<file path="config.mk">
export PLATFORM = sky130hd
export DESIGN_NAME = sdsc_dma
export DESIGN_NICKNAME = d
export VERILOG_FILES = /design/src/common/sdsc_pkg.sv /design/src/hdl/sdsc_dma.sv
export SDC_FILE = /design/constraint.sdc
export NUM_CORES = 1
export LEC_CHECK = 0
export ABC_AREA = 0
export BUFFER_PORTS_ARGS = -buffer_cell sky130_fd_sc_hd__buf_2
export CORE_UTILIZATION = 55
export CTS_BUF_LIST = sky130_fd_sc_hd__clkbuf_16
export DETAILED_ROUTE_END_ITERATION = 8
export GPL_ROUTABILITY_DRIVEN = 0
export GPL_TIMING_DRIVEN = 0
export PLACE_DENSITY_LB_ADDON = 0.3
export SETUP_SLACK_MARGIN = 0.15
export SLEW_MARGIN = 20
export SYNTH_ARGS = -nofsm -noshare
export SYNTH_HDL_FRONTEND = slang
export SYNTH_SLANG_ARGS = --single-unit
</file>
<file path="constraint.sdc">
create_clock -name pclk -period 9.61 [get_ports pclk]
set_input_delay 0.4805 -clock pclk [delete_from_list [all_inputs] [get_ports pclk]]
set_output_delay 0.4805 -clock pclk [all_outputs]
set_load 0.05 [all_outputs]
</file>
<file path="src/common/sdsc_pkg.sv">
// shared constants and types of the serial dma status and byte-count block
package sdsc_pkg;
  localparam int CNT_W = 13;
  localparam int FIFO_DEPTH = 16;
  // register indices; the byte address on the bus is four times the index
  localparam logic [15:0] IDX_RXCNT_A = 16'h4490;
  localparam logic [15:0] IDX_RXCNT_B = 16'h4492;
  localparam logic [15:0] IDX_TXCNT = 16'h4494;
  localparam logic [15:0] IDX_STAT = 16'h4496;
  localparam logic [15:0] IDX_CTRL = 16'h4498;
  localparam logic [31:0] ADR_RXCNT_A = {14'h0000, IDX_RXCNT_A, 2'b00};
  localparam logic [31:0] ADR_RXCNT_B = {14'h0000, IDX_RXCNT_B, 2'b00};
  localparam logic [31:0] ADR_TXCNT = {14'h0000, IDX_TXCNT, 2'b00};
  localparam logic [31:0] ADR_STAT = {14'h0000, IDX_STAT, 2'b00};
  localparam logic [31:0] ADR_CTRL = {14'h0000, IDX_CTRL, 2'b00};
  // control register bits
  localparam int LD_RXA = 0;
  localparam int LD_RXB = 1;
  localparam int LD_TXA = 2;
  localparam int LD_TXB = 3;
  localparam int CTRL_RXRST = 4;
  localparam int CTRL_TXRST = 5;
  // status register bits
  localparam int ST_RXACT_A = 0;
  localparam int ST_RXACT_B = 1;
  localparam int ST_TXACT_A = 2;
  localparam int ST_TXACT_B = 3;
  localparam int ST_OVR_A = 4;
  localparam int ST_OVR_B = 5;
  localparam int ST_PAR_A = 6;
  localparam int ST_PAR_B = 7;
  localparam int ST_FRM_A = 8;
  localparam int ST_FRM_B = 9;
  localparam logic [CNT_W-1:0] CNT_RESET = 13'h0000;
  localparam logic [3:0] LOAD_RESET = 4'h0;

  typedef struct packed {
    logic frame;
    logic parity;
    logic [7:0] data;
  } sdsc_byte_s;

  typedef struct packed {
    logic [CNT_W-1:0] beg;
    logic [CNT_W-1:0] fin;
  } sdsc_span_s;

  typedef struct packed {
    sdsc_span_s txb;
    sdsc_span_s txa;
    sdsc_span_s rxb;
    sdsc_span_s rxa;
  } sdsc_bufmap_s;

  typedef enum logic [1:0] {TX_IDLE, TX_READ, TX_WAIT, TX_SEND} sdsc_txst_e;
endpackage

</file>
<file path="src/hdl/sdsc_dma.sv">
// serial dma status flags, byte offsets, control and receive fifo
// What this block does
// - overrun on buffer A sets status bit 4
// - full fifo overrun flags next loaded buffer
// - A overrun clears on A load or reset
// - transmit active flags at bits 2 and 3
// - receive active flags at bits 0 and 1
// - read-only 13-bit next-byte offset, rx A
// - read-only 13-bit next-byte offset, rx B
// - read-only 13-bit offset of active tx buffer
// - offsets wrap to zero when buffer unloads
// - load bit starts buffer, self-clears on completion
// - dma reset bits reset direction, self-clear
//
// Our own choice: the APB interface to the registers.
`timescale 1ns/1ns
`default_nettype none

module sdsc_fifo #(
  parameter int W = 10,
  parameter int D = 16
) (
  input wire logic clk,
  input wire logic rst_n,
  input wire logic flush,
  input wire logic in_valid,
  output logic in_ready,
  input wire logic [W-1:0] in_data,
  output logic out_valid,
  input wire logic out_ready,
  output logic [W-1:0] out_data
);
  localparam int AW = $clog2(D);
  if (D < 2 || (1 << AW) != D) begin : g_bad_depth
    $error("fifo depth must be a power of two, at least 2");
  end
  logic [W-1:0] mem [D];
  logic [AW:0] wp_r, wp_nxt, rp_r, rp_nxt;
  logic push, pop;

  assign in_ready = !(wp_r[AW] != rp_r[AW] && wp_r[AW-1:0] == rp_r[AW-1:0]);
  assign out_valid = wp_r != rp_r;
  assign out_data = mem[rp_r[AW-1:0]];
  assign push = in_valid && in_ready;
  assign pop = out_valid && out_ready;

  always_comb begin
    wp_nxt = wp_r;
    rp_nxt = rp_r;
    if (flush) begin
      wp_nxt = '0;
      rp_nxt = '0;
    end else begin
      if (push) wp_nxt = (AW+1)'(wp_r + 1'b1);
      if (pop) rp_nxt = (AW+1)'(rp_r + 1'b1);
    end
  end

  always_ff @(posedge clk or negedge rst_n) begin
    if (!rst_n) begin
      wp_r <= '0;
      rp_r <= '0;
    end else begin
      wp_r <= wp_nxt;
      rp_r <= rp_nxt;
    end
  end

  // storage needs no reset; only pointers define contents
  always_ff @(posedge clk) begin
    if (push) mem[wp_r[AW-1:0]] <= in_data;
  end
endmodule

module sdsc_dma #(
  parameter int DEPTH = sdsc_pkg::FIFO_DEPTH
) (
  input wire logic pclk,
  input wire logic presetn,
  input wire logic psel,
  input wire logic penable,
  input wire logic pwrite,
  input wire logic [31:0] paddr,
  input wire logic [31:0] pwdata,
  output logic [31:0] prdata,
  output logic pready,
  output logic pslverr,
  input wire sdsc_pkg::sdsc_bufmap_s buf_map,
  input wire logic rx_in_valid,
  output logic rx_in_ready,
  input wire sdsc_pkg::sdsc_byte_s rx_in_byte,
  output logic mem_wr_valid,
  input wire logic mem_wr_ready,
  output logic [12:0] mem_wr_addr,
  output logic [7:0] mem_wr_data,
  output logic mem_rd_en,
  output logic [12:0] mem_rd_addr,
  input wire logic [7:0] mem_rd_data,
  output logic tx_out_valid,
  input wire logic tx_out_ready,
  output logic [7:0] tx_out_data
);
  import sdsc_pkg::*;

  logic [3:0] load_r, load_nxt, set_load, done;
  logic [CNT_W-1:0] cnt_a_r, cnt_a_nxt, cnt_b_r, cnt_b_nxt, tx_cnt_r, tx_cnt_nxt;
  logic [1:0] ovr_r, ovr_nxt, frm_r, frm_nxt, par_r, par_nxt;
  logic pend_r, pend_nxt, rx_buf_r, rx_buf_nxt, tx_buf_r, tx_buf_nxt;
  sdsc_bufmap_s map_r, map_nxt;
  sdsc_txst_e tx_st_r, tx_st_nxt;
  logic [7:0] tx_data_r, tx_data_nxt;
  logic [31:0] prdata_r, prdata_nxt;
  logic [15:0] status;
  logic wr_ctrl, rx_rst, tx_rst, hit, wr_fire, rx_full, tx_last;
  logic rx_act, fifo_valid;
  sdsc_byte_s fifo_byte;
  sdsc_span_s rx_span, tx_span;
  logic [CNT_W-1:0] rx_cnt;

  if (DEPTH < 2) begin : g_bad_depth
    $error("receive fifo depth too small");
  end

  // the serial engine sees back-pressure through rx_in_ready
  sdsc_fifo #(.W($bits(sdsc_byte_s)), .D(DEPTH)) u_rx_fifo (
    .clk(pclk),
    .rst_n(presetn),
    .flush(rx_rst),
    .in_valid(rx_in_valid),
    .in_ready(rx_in_ready),
    .in_data(rx_in_byte),
    .out_valid(fifo_valid),
    .out_ready(rx_act && mem_wr_ready),
    .out_data(fifo_byte)
  );

  // apb decode; zero wait states
  assign pready = 1'b1;
  assign hit = paddr == ADR_RXCNT_A || paddr == ADR_RXCNT_B || paddr == ADR_TXCNT ||
               paddr == ADR_STAT || paddr == ADR_CTRL;
  assign pslverr = psel && penable && !hit;
  assign prdata = prdata_r;
  assign wr_ctrl = psel && penable && pwrite && paddr == ADR_CTRL;
  assign set_load = wr_ctrl ? pwdata[3:0] : 4'h0;
  assign rx_rst = wr_ctrl && pwdata[CTRL_RXRST];
  assign tx_rst = wr_ctrl && pwdata[CTRL_TXRST];

  // receive side
  assign rx_span = rx_buf_r ? map_r.rxb : map_r.rxa;
  assign rx_cnt = rx_buf_r ? cnt_b_r : cnt_a_r;
  assign rx_act = load_r[{1'b0, rx_buf_r}];
  assign mem_wr_valid = rx_act && fifo_valid;
  assign mem_wr_addr = CNT_W'(rx_span.beg + rx_cnt);
  assign mem_wr_data = fifo_byte.data;
  assign wr_fire = mem_wr_valid && mem_wr_ready;
  assign rx_full = mem_wr_addr == rx_span.fin;

  // transmit side
  assign tx_span = tx_buf_r ? map_r.txb : map_r.txa;
  assign mem_rd_en = tx_st_r == TX_READ;
  assign mem_rd_addr = CNT_W'(tx_span.beg + tx_cnt_r);
  assign tx_last = mem_rd_addr == tx_span.fin;
  assign tx_out_valid = tx_st_r == TX_SEND;
  assign tx_out_data = tx_data_r;

  always_comb begin
    status = 16'h0000;
    status[ST_RXACT_A] = load_r[LD_RXA] && !rx_buf_r;
    status[ST_RXACT_B] = load_r[LD_RXB] && rx_buf_r;
    status[ST_TXACT_A] = tx_st_r != TX_IDLE && !tx_buf_r;
    status[ST_TXACT_B] = tx_st_r != TX_IDLE && tx_buf_r;
    status[ST_OVR_A] = ovr_r[0];
    status[ST_OVR_B] = ovr_r[1];
    status[ST_PAR_A] = par_r[0];
    status[ST_PAR_B] = par_r[1];
    status[ST_FRM_A] = frm_r[0];
    status[ST_FRM_B] = frm_r[1];
  end

  always_comb begin
    prdata_nxt = prdata_r;
    if (psel && !penable) begin
      case (paddr)
        ADR_RXCNT_A: prdata_nxt = {19'h00000, cnt_a_r};
        ADR_RXCNT_B: prdata_nxt = {19'h00000, cnt_b_r};
        ADR_TXCNT: prdata_nxt = {19'h00000, tx_cnt_r};
        ADR_STAT: prdata_nxt = {16'h0000, status};
        ADR_CTRL: prdata_nxt = {28'h0000000, load_r}; // reset bits read zero
        default: prdata_nxt = 32'h00000000;
      endcase
    end
  end

  always_comb begin
    done = 4'h0;
    cnt_a_nxt = cnt_a_r;
    cnt_b_nxt = cnt_b_r;
    tx_cnt_nxt = tx_cnt_r;
    tx_st_nxt = tx_st_r;
    tx_data_nxt = tx_data_r;
    tx_buf_nxt = tx_buf_r;
    rx_buf_nxt = rx_buf_r;
    ovr_nxt = ovr_r;
    frm_nxt = frm_r;
    par_nxt = par_r;
    pend_nxt = pend_r;
    map_nxt = map_r;
    // a loaded buffer latches its span and drops its old error flags
    if (set_load[LD_RXA]) map_nxt.rxa = buf_map.rxa;
    if (set_load[LD_RXB]) map_nxt.rxb = buf_map.rxb;
    if (set_load[LD_TXA]) map_nxt.txa = buf_map.txa;
    if (set_load[LD_TXB]) map_nxt.txb = buf_map.txb;
    if (set_load[LD_RXA]) begin
      ovr_nxt[0] = 1'b0;
      frm_nxt[0] = 1'b0;
      par_nxt[0] = 1'b0;
    end
    if (set_load[LD_RXB]) begin
      ovr_nxt[1] = 1'b0;
      frm_nxt[1] = 1'b0;
      par_nxt[1] = 1'b0;
    end
    if (rx_rst) begin
      ovr_nxt = 2'b00;
      frm_nxt = 2'b00;
      par_nxt = 2'b00;
      pend_nxt = 1'b0;
      cnt_a_nxt = CNT_RESET;
      cnt_b_nxt = CNT_RESET;
      rx_buf_nxt = 1'b0;
    end
    // a held overrun goes to whichever buffer loads next, A first on a tie
    if (pend_r && set_load[LD_RXA]) begin
      ovr_nxt[0] = 1'b1;
      pend_nxt = 1'b0;
    end else if (pend_r && set_load[LD_RXB]) begin
      ovr_nxt[1] = 1'b1;
      pend_nxt = 1'b0;
    end
    if (rx_in_valid && !rx_in_ready) pend_nxt = 1'b1;
    // rx buffer pointer moves only once the current buffer has unloaded
    if (!rx_act && load_r[{1'b0, !rx_buf_r}] && !rx_rst) rx_buf_nxt = !rx_buf_r;
    if (wr_fire) begin
      if (fifo_byte.frame) frm_nxt[rx_buf_r] = 1'b1;
      if (fifo_byte.parity) par_nxt[rx_buf_r] = 1'b1;
      done[{1'b0, rx_buf_r}] = rx_full;
      if (rx_buf_r) begin
        cnt_b_nxt = (rx_full || rx_rst) ? CNT_RESET : CNT_W'(cnt_b_r + 1'b1);
      end else begin
        cnt_a_nxt = (rx_full || rx_rst) ? CNT_RESET : CNT_W'(cnt_a_r + 1'b1);
      end
    end
    case (tx_st_r)
      TX_IDLE: begin
        if (load_r[{1'b1, tx_buf_r}]) begin
          tx_st_nxt = TX_READ;
        end else if (load_r[{1'b1, !tx_buf_r}]) begin
          tx_buf_nxt = !tx_buf_r;
          tx_st_nxt = TX_READ;
        end
      end
      TX_READ: tx_st_nxt = TX_WAIT;
      TX_WAIT: begin
        tx_data_nxt = mem_rd_data;
        tx_st_nxt = TX_SEND;
      end
      TX_SEND: begin
        if (tx_out_ready) begin
          tx_cnt_nxt = tx_last ? CNT_RESET : CNT_W'(tx_cnt_r + 1'b1);
          tx_st_nxt = tx_last ? TX_IDLE : TX_READ;
          done[{1'b1, tx_buf_r}] = tx_last;
        end
      end
      default: tx_st_nxt = TX_IDLE;
    endcase
    if (tx_rst) begin
      tx_st_nxt = TX_IDLE;
      tx_cnt_nxt = CNT_RESET;
      tx_buf_nxt = 1'b0;
    end
    // a new load wins over a completion in the same cycle; a reset wins over both
    load_nxt = (load_r & ~done) | set_load;
    if (rx_rst) load_nxt[LD_RXB:LD_RXA] = 2'b00;
    if (tx_rst) load_nxt[LD_TXB:LD_TXA] = 2'b00;
  end

  always_ff @(posedge pclk or negedge presetn) begin
    if (!presetn) begin
      load_r <= LOAD_RESET;
      cnt_a_r <= CNT_RESET;
      cnt_b_r <= CNT_RESET;
      tx_cnt_r <= CNT_RESET;
      ovr_r <= 2'b00;
      frm_r <= 2'b00;
      par_r <= 2'b00;
      pend_r <= 1'b0;
      rx_buf_r <= 1'b0;
      tx_buf_r <= 1'b0;
      map_r <= '0;
      tx_st_r <= TX_IDLE;
      tx_data_r <= 8'h00;
      prdata_r <= 32'h00000000;
    end else begin
      load_r <= load_nxt;
      cnt_a_r <= cnt_a_nxt;
      cnt_b_r <= cnt_b_nxt;
      tx_cnt_r <= tx_cnt_nxt;
      ovr_r <= ovr_nxt;
      frm_r <= frm_nxt;
      par_r <= par_nxt;
      pend_r <= pend_nxt;
      rx_buf_r <= rx_buf_nxt;
      tx_buf_r <= tx_buf_nxt;
      map_r <= map_nxt;
      tx_st_r <= tx_st_nxt;
      tx_data_r <= tx_data_nxt;
      prdata_r <= prdata_nxt;
    end
  end
endmodule

`default_nettype wire

</file>
==> reports/results.txt <==
Number of max-cap violations - 0
Routed Antenna Nets - 0
Sequential element share of the synthesized area - 55.4%
Leak Pwr - 0.00929 uW
Grt ovf - 0
RSZ-0062 raised after global routing - false
Main combinational cell family by area after synthesis - multiplexers
# DRC - 0
Clk slew on worst S/H paths - 60 ps
Post-CTS setup buffer count - 0
Fin. max-slew vios - 0
Post-synth EDFFs - 160
Worst-Skew Late Latency - 540 ps
Worst clock skew - 13.8 ps
Fill cells - 2256
Input/output buffers - 225
Max Fclk - 174 MHz
Post-synth cell types - 68
Maximum vdd ir drop - 221 uV
Slowest stage cell, crit path - buf_1
Status - finished clean
Min Tclk post-route - 5750 ps
CP Launch Type - flop
Io pins - 274
# rows - 64
Max transition margin - 24.8%
Detailed Routing Iterations Pass 1 - 5
Hold WC Path Type - input pin to flop
Pwr dens - 166 nW/um2
GRT Total Usage - 26.1%
Xor and xnor area share after synthesis - 5.12%
DR vias/cell - 5.78
Hold_buf cts - 1
Area share of fa/ha/maj cells after synthesis - 2.92%
# setup viols final - 0
Critical Path End Type - output pin
Routed via count - 11543
Antenna violations before repair - 3
Tcrit/Tclk final - 59.9%
Number of global-route vias before repair - 11460
Global-route wire length before repair - 62800 um
Asr flop ratio synth - 54.2%
Die height - 179 um
Post-Synth Simple-Gate Area - 8.84%
Most used cell, CP - clkbuf_1
Final Hold Vio Count - 0
Setup tns final - 0 ps
CTS Root Cell - clkbuf_16
Syn Area/Cell - 13.4 um2
CP Data Required Time - 9130 ps
Nets - 1802
Crit Path Class - flop to output pin
Post-layout util - 65.8%
Worst slew pin tran - 1120 ps
Compound-Gate Fraction of Synth Area - 5.05%
CTS H-tree depth - 2
FF-to-FF path depth - 16
CTS tree - built
Synth warn - 0
Chip Width - 179 um
Max clock buf depth - 3
Post-DP HPWL - 29400 um
Total wire length - 40800 um
CTS sink count - 349
Mux share of post-synthesis cell area - 19.5%
Critical Path AT - 5270 ps
#FFs+latches synth - 349
Initial Utilization - 56.1%
Synthesized instance count - 1281
Tot Pwr - 3350 uW
Top FF cell, synth - dfrtp_1
Worst Hold Depth - 2
WL per Instance - 20.4 um
Post-CTS resize count - 0
Share of layout cells above drive strength 1 - 34.7%
CP Max Fanout - 10
Synthesized cell area - 17200 um2
CP cell instances - buf_2, buf_1, clkbuf_1, buf_1, mux2_2, ha_1, clkbuf_1, or4_1, o21ai_1, nor4_1, or3b_1, clkbuf_1, buf_2
Total die area - 32000 um2
Area delta synth->final - 17.3%
Core Area - 30700 um2
Worst stage delay on the critical path - 590 ps
Starting DRT DRC Count - 871
Largest net degree at the start of global routing - 99
Clock buffers created by TritonCTS - 37
## registers in the layout (all words and copies together), names as in the netlist, 4 cells and up
signal	count
cnt_b_r	13
u_rx_fifo.wp_r	5
tx_cnt_r	13
cnt_a_r	13
u_rx_fifo.mem	160
map_r	104
tx_out_data	8
load_r	4
prdata	13
u_rx_fifo.rp_r	5
## layout make-up
class                           count  area, um2  share of cell area, %
Antenna cell                        5       12.5                 0.0620
Clock inverter                     27        194                  0.961
Sequential cell                   349       9530                   47.2
Buffer                             87        448                   2.22
Multi-Input combinational cell    841       7240                   35.9
Inverter                           22       82.6                  0.409
Tap cell                          396        495                   2.46
Timing Repair Buffer              231       1200                   5.96
Clock buffer                       39        976                   4.84
## power breakdown
group / internal [uW] / switching [uW]
clock: 790 / 584
sequential: 1650 / 26.5
combinational: 104 / 194
total: 2540 / 805
## cell usage in the layout, fill, tap and decap left out, types with 34 or more instances in the layout
cell,n
ha_1,37
mux2_2,149
nor2_1,81
clkbuf_16,39
dfrtp_1,189
a21oi_1,34
buf_2,240
xor2_1,51
mux2i_1,36
mux4_2,58
o21ai_0,34
nand2_1,83
xnor2_1,40
edfxtp_1,160
## synthesized netlist by cell type (33+ instances only)
cell type	instances	area, um2
mux2i_1	36	360
edfxtp_1	160	4800
ha_1	37	463
mux2_2	149	1680
xor2_1	51	447
nor2_1	82	308
dfrtp_1	189	4730
o21ai_0	34	170
nand2_1	83	312
xnor2_1	40	350
nand3_1	33	165
a21oi_1	34	170
mux4_2	58	1310
## worst max-delay path, delay by kind of cell (launching register included)
family | cells | cell delay [ps]
adders and majority gates | 1 | 290
buffers and inverters | 7 | 2570
muxes | 1 | 440
and+or+nand+nor | 3 | 970
DFF | 1 | 330
AOI/OAI and AO/OA | 1 | 140
## metrics by stage
step	hold WS [ps]	std cells	cell area [um2]	setup WS, ps
after floorplan	185	1299	17300	4560
after global placement	449	1920	18900	4070
after detailed placement	451	1925	19000	4000
after CTS	131	1992	20200	3940
after global routing	150	1994	20200	3660
final	158	1997	20200	3860
## routing by layer
layer  part of all wire (%)  vias to the layer above  GRT usage [%]
li1                       -                     5288              -
met1                     42                     5778           34.8
met2                     49                      390           43.3
met3                    6.3                       85           4.22
met4                    2.8                        2           9.15
met5                  0.025                        -              0
## cells by family (layout without fill, tap and decap cells)
family / after synthesis / after routing
adder cells (fa/ha/maj): 39 / 39
multiplexers: 244 / 244
AND/OR/NAND/NOR: 311 / 311
other: 2 / 25
AO/OA/AOI/OAI: 132 / 132
buffers and inverters: 109 / 406
XOR/XNOR: 95 / 95
flip-flops: 349 / 349
## final timing paths
kind / start / endpoint / slack (ps)
setup / recovery: rx_buf_r / mem_wr_addr[10] / 3860
hold / removal: pwdata[0] / ovr_r[1] / 160
setup reg to reg: rx_buf_r / cnt_a_r[8] / 3900
hold reg to reg: prdata[0] / prdata[0] / 460
max in group asynchronous: presetn / map_r[85] / 8100
min in group asynchronous: presetn / map_r[44] / 580
Note: power is estimated with default switching activity, not from simulation.
